[src/ccseq_map.svh]
// offsets, field positions, reset values and timing counts of the sequencer
`ifndef CCSEQ_MAP_SVH
`define CCSEQ_MAP_SVH

// ==========================================================================
// register offsets (4-bit address)
`define CCSEQ_ADDR_CTRL 4'h0
`define CCSEQ_ADDR_STAT 4'h1
`define CCSEQ_ADDR_IRQ 4'h2
`define CCSEQ_ADDR_MASK 4'h3
`define CCSEQ_ADDR_TIMER 4'h4

// ==========================================================================
// ctrl fields
`define CCSEQ_CTRL_SOFT_EN 0
`define CCSEQ_CTRL_RST 8'h01

// ==========================================================================
// event bits of irq status and mask
`define CCSEQ_EV_NEWCYC 0
`define CCSEQ_EV_EOC 1
`define CCSEQ_EV_FAULT 2
`define CCSEQ_EV_SLEEP 3
`define CCSEQ_EV_W 4
`define CCSEQ_MASK_RST 4'h0

// ==========================================================================
// timing
`define CCSEQ_TIMER_W 22
// nominal tick period in ns (3 ms) and its cycles at 4 ns per clock
`define CCSEQ_TICK_PERIOD_NS 3000000
`define CCSEQ_CLK_PERIOD_NS 4
`define CCSEQ_TICK_CYC (`CCSEQ_TICK_PERIOD_NS / `CCSEQ_CLK_PERIOD_NS)
// trickle limit is one eighth of the full timeout
`define CCSEQ_TRICKLE_SHIFT 3

`endif

[src/ccseq_pkg.sv]
// types shared by the charge cycle sequencer
package ccseq_pkg;

   // ========================================================================
   // phases
   typedef enum logic [2:0] {
      PH_SLEEP,
      PH_STANDBY,
      PH_TRICKLE,
      PH_CC,
      PH_CV,
      PH_DONE,
      PH_FAULT
   } ccseq_phase_t;

   // ========================================================================
   // comparator outcomes, all from the analog side
   typedef struct packed {
      logic supply_ok;
      logic above_trickle_exit;
      logic at_regulation;
      logic below_recharge;
      logic eoc_current;
   } ccseq_cmp_t;

   // ========================================================================
   // charger drive controls
   typedef struct packed {
      logic bias_rail_output;
      logic osc_run;
      logic charge_on;
      logic precharge_current;
      logic volt_reg;
   } ccseq_drive_t;

endpackage : ccseq_pkg

[src/ccseq_sync.sv]
// two-stage synchroniser for a vector of asynchronous levels
`timescale 1ns/1ps
module ccseq_sync #(
   parameter int W = 1
) (
   // clock and reset
   input wire logic clk_i,
   input wire logic rst_n_i,
   // data
   input wire logic [W-1:0] d_i,
   output logic [W-1:0] q_o
);
   logic [W-1:0] meta_r;

   // first stage feeds only the second
   always_ff @(posedge clk_i or negedge rst_n_i) begin
      if (!rst_n_i) begin
         meta_r <= '0;
         q_o <= '0;
      end else begin
         meta_r <= d_i;
         q_o <= meta_r;
      end
   end
endmodule : ccseq_sync

[src/ccseq_top.sv]
// charge cycle sequencer: phases, safety timer, status and register port
// ==========================================================================
`timescale 1ns/1ps
`include "ccseq_map.svh"
module ccseq_top #(
   parameter int TIMER_W = `CCSEQ_TIMER_W,
   parameter int TICK_CYC = `CCSEQ_TICK_CYC
) (
   // clock and reset
   input wire logic clk_i,
   input wire logic rst_n_i,
   // pins and comparators, asynchronous
   input wire logic enable_i,
   input wire ccseq_pkg::ccseq_cmp_t cmp_i,
   // charger controls and status pin
   output ccseq_pkg::ccseq_drive_t drive_o,
   output logic status_o,
   output logic status_oe_o,
   output ccseq_pkg::ccseq_phase_t phase_o,
   // register port
   input wire logic [3:0] addr_i,
   input wire logic [7:0] wdata_i,
   input wire logic wr_i,
   input wire logic rd_i,
   output logic [7:0] rdata_o,
   // interrupt
   output logic irq_o
);
   // =======================================================================
   // input synchronisation
   logic en_s;
   ccseq_pkg::ccseq_cmp_t cmp_s;

   ccseq_sync #(.W(6)) u_sync (
      .clk_i(clk_i),
      .rst_n_i(rst_n_i),
      .d_i({enable_i, cmp_i}),
      .q_o({en_s, cmp_s})
   );

   // =======================================================================
   // qualifiers
   logic en_d_r;
   logic pwr_d_r;
   logic [7:0] ctrl_r;
   logic enabled;
   logic en_rise;
   logic pwr_rise;
   logic restart;

   assign enabled = en_s & ctrl_r[`CCSEQ_CTRL_SOFT_EN];
   always_ff @(posedge clk_i or negedge rst_n_i) begin
      if (!rst_n_i) begin
         en_d_r <= 1'b0;
         pwr_d_r <= 1'b0;
      end else begin
         en_d_r <= enabled;
         pwr_d_r <= cmp_s.supply_ok;
      end
   end
   assign en_rise = enabled & ~en_d_r;
   assign pwr_rise = cmp_s.supply_ok & ~pwr_d_r;
   // either start clears divider, timer and eoc latch in the same cycle
   assign restart = en_rise | pwr_rise;

   // =======================================================================
   // tick divider and safety timer
   ccseq_pkg::ccseq_phase_t phase_r;
   ccseq_pkg::ccseq_phase_t phase_nxt;
   logic [31:0] div_r;
   logic tick;
   logic [TIMER_W-1:0] timer_r;
   logic timer_full;
   logic trickle_lim;
   logic charging;

   assign charging = (phase_r == ccseq_pkg::PH_TRICKLE) |
                     (phase_r == ccseq_pkg::PH_CC) |
                     (phase_r == ccseq_pkg::PH_CV);
   assign tick = (div_r == 32'(TICK_CYC - 1));

   always_ff @(posedge clk_i or negedge rst_n_i) begin
      if (!rst_n_i) begin
         div_r <= 32'h0;
      end else if (restart || !charging || tick) begin
         div_r <= 32'h0;
      end else begin
         div_r <= div_r + 32'h1;
      end
   end

   // timer counts through trickle, cc and cv; one count wraps the full scale
   always_ff @(posedge clk_i or negedge rst_n_i) begin
      if (!rst_n_i) begin
         timer_r <= '0;
      end else if (restart || phase_nxt == ccseq_pkg::PH_STANDBY) begin
         timer_r <= '0;
      end else if (charging && tick) begin
         timer_r <= timer_r + 1'b1;
      end
   end
   assign timer_full = charging & tick & (&timer_r);
   assign trickle_lim = (timer_r >= TIMER_W'(1 << (TIMER_W -
                        `CCSEQ_TRICKLE_SHIFT)));

   // =======================================================================
   // end-of-charge indication latch
   logic eoc_r;
   always_ff @(posedge clk_i or negedge rst_n_i) begin
      if (!rst_n_i) begin
         eoc_r <= 1'b0;
      end else if (restart || phase_r == ccseq_pkg::PH_STANDBY) begin
         eoc_r <= 1'b0;
      end else if (phase_r == ccseq_pkg::PH_CV && cmp_s.eoc_current) begin
         eoc_r <= 1'b1;
      end
   end

   // =======================================================================
   // phase sequencer
   always_comb begin
      phase_nxt = phase_r;
      unique case (phase_r)
         ccseq_pkg::PH_SLEEP: begin
            if (cmp_s.supply_ok) begin
               phase_nxt = ccseq_pkg::PH_STANDBY;
            end
         end
         ccseq_pkg::PH_STANDBY: begin
            if (enabled) begin
               phase_nxt = ccseq_pkg::PH_TRICKLE;
            end
         end
         ccseq_pkg::PH_TRICKLE: begin
            if (trickle_lim) begin
               phase_nxt = ccseq_pkg::PH_FAULT;
            end else if (cmp_s.above_trickle_exit) begin
               phase_nxt = ccseq_pkg::PH_CC;
            end
         end
         ccseq_pkg::PH_CC: begin
            if (timer_full) begin
               phase_nxt = ccseq_pkg::PH_FAULT;
            end else if (cmp_s.at_regulation) begin
               phase_nxt = ccseq_pkg::PH_CV;
            end
         end
         ccseq_pkg::PH_CV: begin
            if (timer_full) begin
               // charging stops at the timeout whether or not eoc was seen
               phase_nxt = eoc_r ? ccseq_pkg::PH_DONE
                                 : ccseq_pkg::PH_FAULT;
            end
         end
         ccseq_pkg::PH_DONE: begin
            if (cmp_s.below_recharge) begin
               phase_nxt = ccseq_pkg::PH_STANDBY;
            end
         end
         ccseq_pkg::PH_FAULT: begin
            phase_nxt = ccseq_pkg::PH_FAULT;
         end
         default: begin
            phase_nxt = ccseq_pkg::PH_SLEEP;
         end
      endcase
      // disable returns any charged phase to standby and clears a fault; enable rise restarts from standby
      if (en_rise && cmp_s.supply_ok) begin
         phase_nxt = ccseq_pkg::PH_STANDBY;
      end
      if (!enabled && cmp_s.supply_ok) begin
         phase_nxt = ccseq_pkg::PH_STANDBY;
      end
      if (!cmp_s.supply_ok) begin
         phase_nxt = ccseq_pkg::PH_SLEEP;
      end
   end

   always_ff @(posedge clk_i or negedge rst_n_i) begin
      if (!rst_n_i) begin
         phase_r <= ccseq_pkg::PH_SLEEP;
      end else begin
         phase_r <= phase_nxt;
      end
   end
   assign phase_o = phase_r;

   // =======================================================================
   // drive outputs
   always_ff @(posedge clk_i or negedge rst_n_i) begin
      if (!rst_n_i) begin
         drive_o <= '0;
         status_oe_o <= 1'b0;
      end else begin
         drive_o.bias_rail_output <= (phase_nxt != ccseq_pkg::PH_SLEEP);
         drive_o.osc_run <= (phase_nxt != ccseq_pkg::PH_SLEEP);
         drive_o.charge_on <= (phase_nxt == ccseq_pkg::PH_TRICKLE) |
                              (phase_nxt == ccseq_pkg::PH_CC) |
                              (phase_nxt == ccseq_pkg::PH_CV);
         drive_o.precharge_current <=
            (phase_nxt == ccseq_pkg::PH_TRICKLE);
         drive_o.volt_reg <= (phase_nxt == ccseq_pkg::PH_CV);
         // released once eoc is seen even though current still flows
         status_oe_o <= ((phase_nxt == ccseq_pkg::PH_TRICKLE) |
                         (phase_nxt == ccseq_pkg::PH_CC) |
                         (phase_nxt == ccseq_pkg::PH_CV)) &
                        ~(eoc_r & phase_nxt == ccseq_pkg::PH_CV);
      end
   end
   assign status_o = 1'b0; // open drain: only ever pulls low

   // =======================================================================
   // events and interrupt
   logic [`CCSEQ_EV_W-1:0] ev;
   logic [`CCSEQ_EV_W-1:0] irq_r;
   logic [`CCSEQ_EV_W-1:0] mask_r;
   logic irq_rd;

   assign ev[`CCSEQ_EV_NEWCYC] = (phase_nxt == ccseq_pkg::PH_TRICKLE) &
                                 (phase_r != ccseq_pkg::PH_TRICKLE);
   assign ev[`CCSEQ_EV_EOC] = (phase_r == ccseq_pkg::PH_CV) &
                              cmp_s.eoc_current & ~eoc_r;
   assign ev[`CCSEQ_EV_FAULT] = (phase_nxt == ccseq_pkg::PH_FAULT) &
                                (phase_r != ccseq_pkg::PH_FAULT);
   assign ev[`CCSEQ_EV_SLEEP] = (phase_nxt == ccseq_pkg::PH_SLEEP) &
                                (phase_r != ccseq_pkg::PH_SLEEP);
   assign irq_rd = rd_i & (addr_i == `CCSEQ_ADDR_IRQ);

   // a new event wins over the read that clears
   always_ff @(posedge clk_i or negedge rst_n_i) begin
      if (!rst_n_i) begin
         irq_r <= '0;
      end else begin
         irq_r <= (irq_rd ? '0 : irq_r) | ev;
      end
   end
   assign irq_o = |(irq_r & mask_r);

   // =======================================================================
   // register port
   always_ff @(posedge clk_i or negedge rst_n_i) begin
      if (!rst_n_i) begin
         ctrl_r <= `CCSEQ_CTRL_RST;
         mask_r <= `CCSEQ_MASK_RST;
      end else if (wr_i) begin
         if (addr_i == `CCSEQ_ADDR_CTRL) begin
            ctrl_r <= {7'h00, wdata_i[`CCSEQ_CTRL_SOFT_EN]};
         end
         if (addr_i == `CCSEQ_ADDR_MASK) begin
            mask_r <= wdata_i[`CCSEQ_EV_W-1:0];
         end
      end
   end

   always_ff @(posedge clk_i or negedge rst_n_i) begin
      if (!rst_n_i) begin
         rdata_o <= 8'h00;
      end else if (rd_i) begin
         unique case (addr_i)
            `CCSEQ_ADDR_CTRL: rdata_o <= ctrl_r;
            `CCSEQ_ADDR_STAT: rdata_o <= {3'h0, eoc_r, 1'b0, phase_r};
            `CCSEQ_ADDR_IRQ: rdata_o <= {4'h0, irq_r};
            `CCSEQ_ADDR_MASK: rdata_o <= {4'h0, mask_r};
            `CCSEQ_ADDR_TIMER: rdata_o <= timer_r[TIMER_W-1 -: 8];
            default: rdata_o <= 8'h00;
         endcase
      end else begin
         rdata_o <= 8'h00;
      end
   end
endmodule : ccseq_top

[config.mk]
export PLATFORM = sky130hd
export DESIGN_NAME = ccseq_top
export DESIGN_NICKNAME = d
export VERILOG_FILES = /design/src/ccseq_pkg.sv /design/src/ccseq_sync.sv /design/src/ccseq_top.sv
export VERILOG_INCLUDE_DIRS = /design/src
export SDC_FILE = /design/constraint.sdc
export NUM_CORES = 1
export LEC_CHECK = 0
export BUFFER_PORTS_ARGS = -buffer_cell sky130_fd_sc_hd__buf_2
export CAP_MARGIN = 20
export CORE_MARGIN = 2
export CORE_UTILIZATION = 45
export CTS_CLUSTER_DIAMETER = 60
export DETAILED_ROUTE_END_ITERATION = 16
export HOLD_SLACK_MARGIN = 0.06
export SLEW_MARGIN = 20
export SYNTH_ARGS = -nofsm -noshare
export SYNTH_HDL_FRONTEND = slang
export SYNTH_SLANG_ARGS = --single-unit
[constraint.sdc]
create_clock -name clk_i -period 3.4 [get_ports clk_i]
set_clock_uncertainty 0.2 [all_clocks]
set_input_delay 0 -clock clk_i [delete_from_list [all_inputs] [get_ports clk_i]]
set_output_delay 0 -clock clk_i [all_outputs]
set_load 0.1 [all_outputs]
==> flow_metrics.tcl, run 1 <==
set metrics [dict create \
    fp.coreArea_mm2 0.01023 \
    worst-path-buf-inv 1 \
    portBuffers 35 \
    hold_viol_final 0 \
    routed_wirelength_um 9853 \
    post_synth_inst_count 446 \
    die_w_um 106.1 \
    critPathMaxFanout 17 \
    crit_arrival_ns 3.05 \
    vdd_ir_drop_max_uv 182.8 \
    grt_start_max_net_pins 38 \
    syn_nets 471 \
    ctsRootBufferMaster "clkbuf_8" \
    synth.yosys.warnings 0 \
    gp_congestion 0.8277 \
    grt-ovfl-total 0 \
    slew_viol_final 0 \
    synth_area_mm2 0.004689 \
    drt_pass_1_iters 4 \
    post-route-period-util_pct 87.71 \
    synth-seq-area-share_pct 50.19 \
    ios 41 \
    cts_max_path_buffers 2 \
    critical_path.startpoint_type "flop" \
    postRouteAntennaNets 0 \
    post-cts-setup-buffers 0 \
    drt-vias-per-instance 5.424 \
    global_route_wire_length_before_repair_um 17460 \
    clk-insertion-delay-late_ns 0.37 \
    nFillCells 917 \
    totalNegativeSetupSlack_ns 0 \
    via_count 3542 \
    drt-initial-drc-count 126 \
    power_density_mw_per_mm2 382.7 \
    critical_path_class "reg -> reg" \
    hold_depth 2 \
    cts_tree "built" \
    cts.htree.levels 3 \
    timing.hold.worst.start "cmp_i[4]" \
    synth_ff_type "dfrtp_1" \
    setup.worst_path.end_class "flop" \
    r2r_start "div_r[20]" \
    synth.avg_cell_area_um2 10.51 \
    cpMaxStageDelayCell "or4b_1" \
    max_stage_delay_ns 0.57 \
    avgRoutedWirePerCell_um 15.09 \
    count_of_flip_flops_with_a_built_in_enable_after_synthesis 0 \
    setup_viol_count_final 0 \
    worstPathCellList "or4b_1, nor4_2, nand4_1, mux2i_1, o21ai_2, buf_4, a211oi_1" \
    synthToLayoutAreaGrowth_pct 18.12 \
    number_of_design_rule_violations_left_after_detail_routing 0 \
    num-nets-final 537 \
    synth.distinct_cells 60 \
    numCtsBuffers 9 \
    reg2reg_depth 7 \
    worst_r2r_endpoint "timer_r[21]" \
    timing.final.crit_period_ns 2.982 \
    hold_path_end "u_sync.meta_r[4]" \
    worst_slew_margin_rel_pct 46.52 \
    floorplan.die_area_mm2 0.01125 \
    critical_path_required_ns 3.47 \
    cp_top_family "simple AND/OR/NAND/NOR gates" \
    start_util_pct 45.84 \
    max_cap_viol_count 0 \
    placement_rows 37 \
    worst_hold_path_type "in -> reg" \
    static-leakage-power_nw 2.261 \
    dieHeight_um 106.1 \
    rsz0062_at_grt "false" \
    run_status "finished, final reports clean" \
    worst_hold_slack_ns 0.07069 \
    place_hpwl_um 6707 \
    yosys_register_bits 94 \
    clock_pin_slew_reported_for_the_worst_setup_and_hold_paths_after_clock_tree_synthesis_ns 0.10 \
    clock_sink_count 94 \
    grt.total_usage_pct 19.29 \
    max_clock_freq_mhz 335.3 \
    antenna_found_initial 0 \
    grt_pass1_vias 3636 \
    antenna_cells 0 \
    async_reset_ff_share_pct 100.0 \
    final_layout_size_suffix_gt1_share_pct 19.15 \
    ff2ff_setup_slack_ns 0.42 \
    worstMarginPinSlew_ns 0.8020 \
]
## state kept, by name, summed over array words and instances, names as in the netlist
signal         count
drive_o            4
u_sync.meta_r      6
div_r             32
irq_r              4
rdata_o            8
phase_o            3
ctrl_r             1
mask_r             4
eoc_r              1
timer_r           22
u_sync.q_o         6
status_oe_o        1
en_d_r             1
pwr_d_r            1
## metrics by stage
stage | std cells | utilization [%] | instance area (um2) | power, mW | worst slack, ns
5_1_grt | 653 | 54.14 | 5539 | 2.208 | 0.2608
3_5_place_dp | 605 | 49.11 | 5025 | 1.366 | 0.4469
3_3_place_gp | 605 | 49.11 | 5025 | 1.363 | 0.5071
6_report | 653 | 54.14 | 5539 | 2.120 | 0.4179
2_1_floorplan | 446 | - | 4690 | 1.301 | 0.4315
4_1_cts | 653 | 54.19 | 5544 | 2.140 | 0.3901
## placed cells by master, fill, tap and decap left out, drive strengths merged, types with 18 or more instances in the layout
cell type / Yosys / routed
nor2: 43 / 43
a211oi: 23 / 23
nand3: 19 / 19
xnor2: 30 / 30
nand2: 24 / 24
nor3: 18 / 18
buf: 8 / 46
inv: 19 / 23
dlygate4sd3: 0 / 31
dfrtp: 93 / 93
## power by group
group          total (mW)  leakage, nW  internal, mW  switching [mW]
logic               0.213        0.900        0.0793           0.133
clock network       0.740       0.0985         0.291           0.448
registers            1.17         1.26          1.15          0.0200
## final cells by class
class	count	area, um2	share of cell area (%)
timing repair buffer	77	568.0	10.26
clock inverter	7	75.07	1.355
multi-input combinational	311	2177	39.30
tap	136	170.2	3.072
clock buffer	9	123.9	2.236
sequential	94	2354	42.49
inverter	19	71.32	1.288
## routing by layer
layer,routed length (um),share of wire [%],GRT usage [%]
met1,4553,46,25.45
met2,4796,49,31.57
met3,217,2.2,2.636
met4,284,2.9,9.117
met5,0,0,0
## how the worst max path moves through the flow
| stage | from | to | depth (start not counted) |
|---|---|---|---|
| floorplan | phase_o[2] | timer_r[11] | 8 |
| global placement | div_r[20] | timer_r[9] | 7 |
| detailed placement | div_r[20] | timer_r[9] | 7 |
| CTS | div_r[20] | timer_r[21] | 7 |
| global route | div_r[20] | timer_r[21] | 7 |
| finish | div_r[20] | timer_r[21] | 7 |
## timing repair
| action | in CTS | in global routing |
|---|---|---|
| resized for setup | 0 | 0 |
| endpoints found under the hold margin | 116 | 0 |
| hold buffers | 32 | 0 |
## worst reg2reg max path: stages, from the launching register on
cell	delay, ns
dfrtp_1	0.44
or4b_1	0.57
nor4_2	0.36
nand4_1	0.26
mux2i_1	0.27
o21ai_2	0.27
buf_4	0.31
a211oi_1	0.21
## kinds of logic after synthesis
| group | Yosys count | synth area share (%) |
|---|---|---|
| simple gates | 182 | 22.17 |
| buf+inv | 41 | 3.869 |
| mux | 10 | 2.348 |
| flops | 94 | 50.19 |
| other cells | 1 | 0.07997 |
| fa+ha+maj | 3 | 0.8005 |
| compound gates | 68 | 11.77 |
| xor+xnor | 47 | 8.778 |
## Yosys cell counts, types with 3 or more instances
cell	count	area, um2
dfrtp_1	93	2327
nor2_1	43	161.4
xnor2_1	30	262.8
nand2_1	24	90.09
inv_1	19	71.32
nand3_1	19	95.09
nor3_1	18	90.09
and3_1	17	106.4
nand4_1	17	106.4
xor2_1	17	148.9
clkbuf_1	14	52.55
a211oi_2	13	162.7
a211oi_1	10	75.07
a21oi_1	9	45.04
mux2_2	8	90.09
o21ai_0	8	40.04
or3_1	6	37.54
and4_1	5	43.79
nor4_1	4	25.02
a222oi_1	3	30.03
a22o_1	3	26.28
a22oi_1	3	22.52
and2_1	3	18.77
buf_4	3	22.52
ha_1	3	37.54
nor2b_1	3	18.77
nor4b_1	3	26.28
(Power assumes the default switching activity.)
==> run 2, diff against run 1 <==
PLACE_DENSITY = 0.65   (was unset)
clock period = 2.6 ns   (was 3.4 ns; I/O delays follow)
==> flow_metrics.tcl, run 2 (synthesis gave the netlist of run 1 again) <==
set metrics [dict create \
    critical_path.startpoint_type "flop" \
    cts.htree.levels 3 \
    ff2ff_setup_slack_ns -0.05 \
    met2_usage_pct 37.42 \
    critPathMaxFanout 8 \
    drt-initial-drc-count 171 \
    crit_arrival_ns 2.73 \
    registers.top_by_ff_count "div_r" \
    timing.hold.worst.start "cmp_i[0]" \
    synthToLayoutAreaGrowth_pct 32.23 \
    r2r_start "div_r[10]" \
    routed_wirelength_um 11070 \
    clock_pin_slew_reported_for_the_worst_setup_and_hold_paths_after_clock_tree_synthesis_ns 0.09 \
    placement_rows 37 \
    grt.met3_usage_pct 4.047 \
    worstMarginPinSlew_ns 0.8331 \
    portBuffers 35 \
    final_layout_size_suffix_gt1_share_pct 30.14 \
    ios 41 \
    rsz0062_at_grt "true" \
    clk-insertion-delay-late_ns 0.36 \
    totalNegativeSetupSlack_ns -0.3500 \
    post-route-period-util_pct 101.8 \
    hold_path_end "u_sync.meta_r[0]" \
    worst_r2r_endpoint "timer_r[16]" \
    dp_slack_ns -0.1127 \
    setup_ws_ns -0.04555 \
    reg2reg_depth 7 \
    cts_max_path_buffers 2 \
    slew_viol_final 0 \
    number_of_design_rule_violations_left_after_detail_routing 0 \
    drt-vias-per-instance 5.399 \
    cts_tree "built" \
    place_hpwl_um 7060 \
    nFillCells 834 \
    antenna_cells 0 \
    layout.core_utilization_pct 60.61 \
    static-leakage-power_nw 2.609 \
    clock_power_share_pct 36.8 \
    vdd_ir_drop_max_uv 310.6 \
    global_route.usage.met1_pct 26.72 \
    violations "setup timing" \
    report.power.total_mw 2.897 \
    share_seq_of_total_power_pct 52.8 \
    worst_slew_margin_rel_pct 44.29 \
    combPwrFrac_pct 10.4 \
    gp_congestion 0.7769 \
    numCtsBuffers 9 \
    floorplan.die_area_mm2 0.01125 \
    dieHeight_um 106.1 \
    via_count 3779 \
    top_regs "div_r: 32 flops, timer_r: 22 flops, rdata_o: 8 flops" \
    grt_busiest_layer "met2" \
    grt-ovfl-total 0 \
    max_cap_viol_count 0 \
    drt_pass_1_iters 4 \
    grt_pass1_vias 3978 \
    grt.total_usage_pct 21.12 \
    stdcell_area_mm2 0.006201 \
    avgRoutedWirePerCell_um 15.81 \
    power.net_switching_uw 712.4 \
    hold_depth 2 \
    start_util_pct 45.84 \
    layoutNonFillerInstCount 700 \
    hold_viol_final 0 \
    netSwitchingFraction_pct 24.59 \
    setup.worst_path.end_class "flop" \
    placed_area_mm2 0.005420 \
    fp.coreArea_mm2 0.01023 \
    grt_start_max_net_pins 53 \
    critical_path_required_ns 2.68 \
    die_w_um 106.1 \
    internal_power_mw 2.184 \
    critical_path_class "reg -> reg" \
    worst_hold_slack_ns 0.08841 \
    setup_viol_count_final 19 \
    highest_count_cells_in_the_layout_ignoring_fill_and_taps "dfrtp_1 (90), buf_4 (53), nor2_1 (43)" \
    ctsRootBufferMaster "clkbuf_8" \
    antenna_found_initial 0 \
    max_clock_freq_mhz 378.0 \
    postRouteAntennaNets 0 \
    global_route_wire_length_before_repair_um 19090 \
    timing.final.crit_period_ns 2.646 \
    number_of_flip_flops_under_the_largest_register_name 32 \
    numPlacedInstances 649 \
    run_status "finished, violations left" \
    worst_hold_path_type "in -> reg" \
    clock_sink_count 94 \
    most_common_library_cell_in_the_layout_ignoring_fill_and_taps "dfrtp_1" \
    num-nets-final 584 \
    power_density_mw_per_mm2 467.1 \
]
==> run 2: cell count changes in the layout (fill, tap and decap cells not counted), sizes merged <==
cell,delta
buf,+52
bufinv,+2
clkbuf,+2
clkinv,-1
clkinvlp,+1
dlygate4sd3,-5
inv,-4
==> run 2: final cells by class <==
| type | count | area [um2] | area share (%) |
|---|---|---|---|
| timing repair buffer | 124 | 1061 | 17.11 |
| multi-input combinational | 311 | 2311 | 37.27 |
| clock buffer | 11 | 141.4 | 2.280 |
| sequential | 94 | 2362 | 38.10 |
| inverter | 19 | 71.32 | 1.150 |
| tap | 136 | 170.2 | 2.744 |
| clock inverter | 5 | 83.83 | 1.352 |
==> run 2: worst max-delay path by stage <==
| stage | end | slack [ns] | startpoint |
|---|---|---|---|
| floorplan | timer_r[16] | 0.02 | div_r[11] |
| global placement | timer_r[9] | -0.05 | div_r[20] |
| detailed placement | timer_r[5] | -0.11 | div_r[20] |
| CTS | timer_r[18] | -0.05 | div_r[15] |
| global route | timer_r[16] | -0.15 | div_r[10] |
| finish | timer_r[16] | -0.05 | div_r[10] |
==> run 2: timing repair <==
item                                    CTS  global route
hold endpoints to repair                117             0
endpoints found under the setup margin   26            30
setup buffers                             3             2
pin swaps                                28             4
hold buffers                             26             0
resized for setup                        19            11
cloned                                    4             0
==> run 2: power by group through the flow <==
| stage | clock, mW | sequential, mW | combinational, mW |
|---|---|---|---|
| floorplan | 0 | 1.56 | 0.138 |
| finish | 1.07 | 1.53 | 0.302 |
| detailed placement | 0 | 1.56 | 0.239 |
| global placement | 0 | 1.56 | 0.234 |
| CTS | 1.10 | 1.53 | 0.296 |
| global route | 1.16 | 1.54 | 0.322 |
==> run 2: worst max-delay path, stage by stage, from the launching register on <==
cell and delay (ns):
dfrtp_1 0.41, or4b_4 0.56, or4b_4 0.58, nor4_4 0.16, buf_6 0.17, nand4_1 0.13, xor2_1 0.18, a211oi_2 0.19
==> run 2: routing by layer <==
layer  share of wire (%)  up-vias
li1                    -     1829
met1                  45     1885
met2                  52       57
met3                 2.3        8
met4                0.93        0
met5                   0        -
==> run 3, diff against run 2 <==
CELL_PAD_IN_SITES_DETAIL_PLACEMENT = 0   (was unset)
CELL_PAD_IN_SITES_GLOBAL_PLACEMENT = 1   (was unset)
CORE_UTILIZATION = 43   (was 45)
PLACE_DENSITY = unset   (was 0.65)
PLACE_DENSITY_LB_ADDON = 0.1   (was unset)
==> flow_metrics.tcl, run 3 (synthesis gave the netlist of run 1 again) <==
set metrics [dict create \
    run_status "finished, final reports clean" \
    setup.worst_path.end_class "flop" \
    worst_r2r_endpoint "timer_r[14]" \
    timing.final.crit_period_ns 2.558 \
    avgRoutedWirePerCell_um 15.80 \
    top_regs "div_r: 32 flops, timer_r: 22 flops, rdata_o: 8 flops" \
    max_clock_freq_mhz 390.9 \
    numPlacedInstances 655 \
    netSwitchingFraction_pct 28.10 \
    place_hpwl_um 7565 \
    critical_path_class "reg -> reg" \
    number_of_flip_flops_under_the_largest_register_name 32 \
    start_util_pct 43.64 \
    num-nets-final 587 \
    ff2ff_setup_slack_ns 0.04 \
    setup_viol_count_final 0 \
    clock_pin_slew_reported_for_the_worst_setup_and_hold_paths_after_clock_tree_synthesis_ns 0.10 \
    ctsRootBufferMaster "clkbuf_8" \
    share_seq_of_total_power_pct 55.5 \
    combPwrFrac_pct 11.1 \
    rsz0062_at_grt "true" \
    nFillCells 1005 \
    critical_path_required_ns 2.69 \
    drt-vias-per-instance 5.291 \
    layout.core_utilization_pct 56.64 \
    worst_hold_path_type "in -> reg" \
    clock_sink_count 94 \
    critPathMaxFanout 8 \
    reg2reg_depth 7 \
    grt_pass1_vias 3797 \
    clk-insertion-delay-late_ns 0.37 \
    grt.total_usage_pct 20.54 \
    postRouteAntennaNets 0 \
    hold_depth 2 \
    number_of_design_rule_violations_left_after_detail_routing 0 \
    power.net_switching_uw 773.9 \
    max_cap_viol_count 0 \
    static-leakage-power_nw 2.577 \
    routed_wirelength_um 11170 \
    report.power.total_mw 2.755 \
    cts_max_path_buffers 2 \
    drt_pass_1_iters 4 \
    fp.coreArea_mm2 0.01075 \
    worst_hold_slack_ns 0.09298 \
    grt_start_max_net_pins 71 \
    hold_viol_final 0 \
    antenna_found_initial 0 \
    ios 41 \
    worst_slew_margin_rel_pct 59.54 \
    post-route-period-util_pct 98.39 \
    vdd_ir_drop_max_uv 278.4 \
    dieHeight_um 108.4 \
    clock_power_share_pct 33.5 \
    portBuffers 35 \
    timing.hold.worst.start "cmp_i[1]" \
    floorplan.die_area_mm2 0.01176 \
    synthToLayoutAreaGrowth_pct 29.78 \
    cts.htree.levels 3 \
    grt-ovfl-total 0 \
    hold_path_end "u_sync.meta_r[1]" \
    antenna_cells 0 \
    power_density_mw_per_mm2 452.6 \
    numCtsBuffers 9 \
    final_layout_size_suffix_gt1_share_pct 29.10 \
    registers.top_by_ff_count "div_r" \
    drt-initial-drc-count 106 \
    r2r_start "div_r[10]" \
    internal_power_mw 1.981 \
    via_count 3741 \
    placement_rows 38 \
    global_route_wire_length_before_repair_um 18820 \
    slew_viol_final 0 \
    gp_congestion 0.7764 \
    die_w_um 108.4 \
    cts_tree "built" \
    worstMarginPinSlew_ns 0.6023 \
    critical_path.startpoint_type "flop" \
    layoutNonFillerInstCount 707 \
    highest_count_cells_in_the_layout_ignoring_fill_and_taps "dfrtp_1 (89), buf_4 (54), nor2_1 (43)" \
    crit_arrival_ns 2.65 \
    most_common_library_cell_in_the_layout_ignoring_fill_and_taps "dfrtp_1" \
]
==> run 3: how the worst max path moves through the flow <==
stage | startpoint | to | slack [ns] | depth (start not counted)
floorplan | div_r[11] | timer_r[16] | 0.02 | 6
global placement | div_r[19] | timer_r[1] | -0.12 | 8
detailed placement | div_r[19] | timer_r[0] | -0.21 | 8
CTS | div_r[10] | timer_r[14] | 0.0009 | 7
global route | div_r[20] | timer_r[1] | -0.06 | 8
finish | div_r[10] | timer_r[14] | 0.04 | 7
==> run 3: cell type report <==
class | count | area (um2) | area share, %
well taps | 140 | 175.2 | 2.878
flip-flops and latches | 94 | 2364 | 38.84
clock buffers | 9 | 123.9 | 2.035
clock inverters | 7 | 55.05 | 0.9046
repair buffers | 127 | 1021 | 16.78
multi-input cells | 311 | 2276 | 37.40
inverters | 19 | 71.32 | 1.172
==> run 3: metrics by stage <==
step / setup slack [ns] / TNS [ns] / instance area [um2]
floorplan: 0.02240 / 0 / 4707
detailed placement: -0.2135 / -3.935 / 5440
global route: -0.05908 / -0.7891 / 6086
global placement: -0.1184 / -1.784 / 5440
CTS: 0.0008822 / 0 / 5995
finish: 0.04193 / 0 / 6086
==> run 3: what timing repair did <==
item / in CTS / in global routing
hold endpoints to repair: 117 / 0
gates cloned: 0 / 1
pin swaps: 2 / 9
hold buffers: 31 / 0
gates resized for setup: 6 / 18
setup endpoints to repair: 30 / 30
buffers inserted: 3 / 1
==> run 3: critical path, stage by stage (launching register included) <==
cell	delay, ns
dfrtp_1	0.40
or4b_4	0.57
or4b_4	0.52
nor4_4	0.15
buf_6	0.17
nand4_1	0.12
xor2_1	0.17
a211oi_2	0.19
==> run 3: power by group through the flow <==
stage	Sequential (mW)	Combinational (mW)	Clock [mW]
final	1.53	0.305	0.922
after global routing	1.53	0.330	1.01
after CTS	1.53	0.296	0.958
after detailed placement	1.56	0.241	0
after global placement	1.56	0.238	0
after floorplan	1.56	0.138	0
==> run 3: layer usage <==
layer	vias to the layer above	track usage, %	routed length [um]	share of wire [%]
met5	-	0	0	0
met4	0	6.410	119	1.1
met3	9	3.436	268	2.4
met2	47	35.63	5781	52
met1	1854	26.18	5003	45
li1	1831	-	-	-
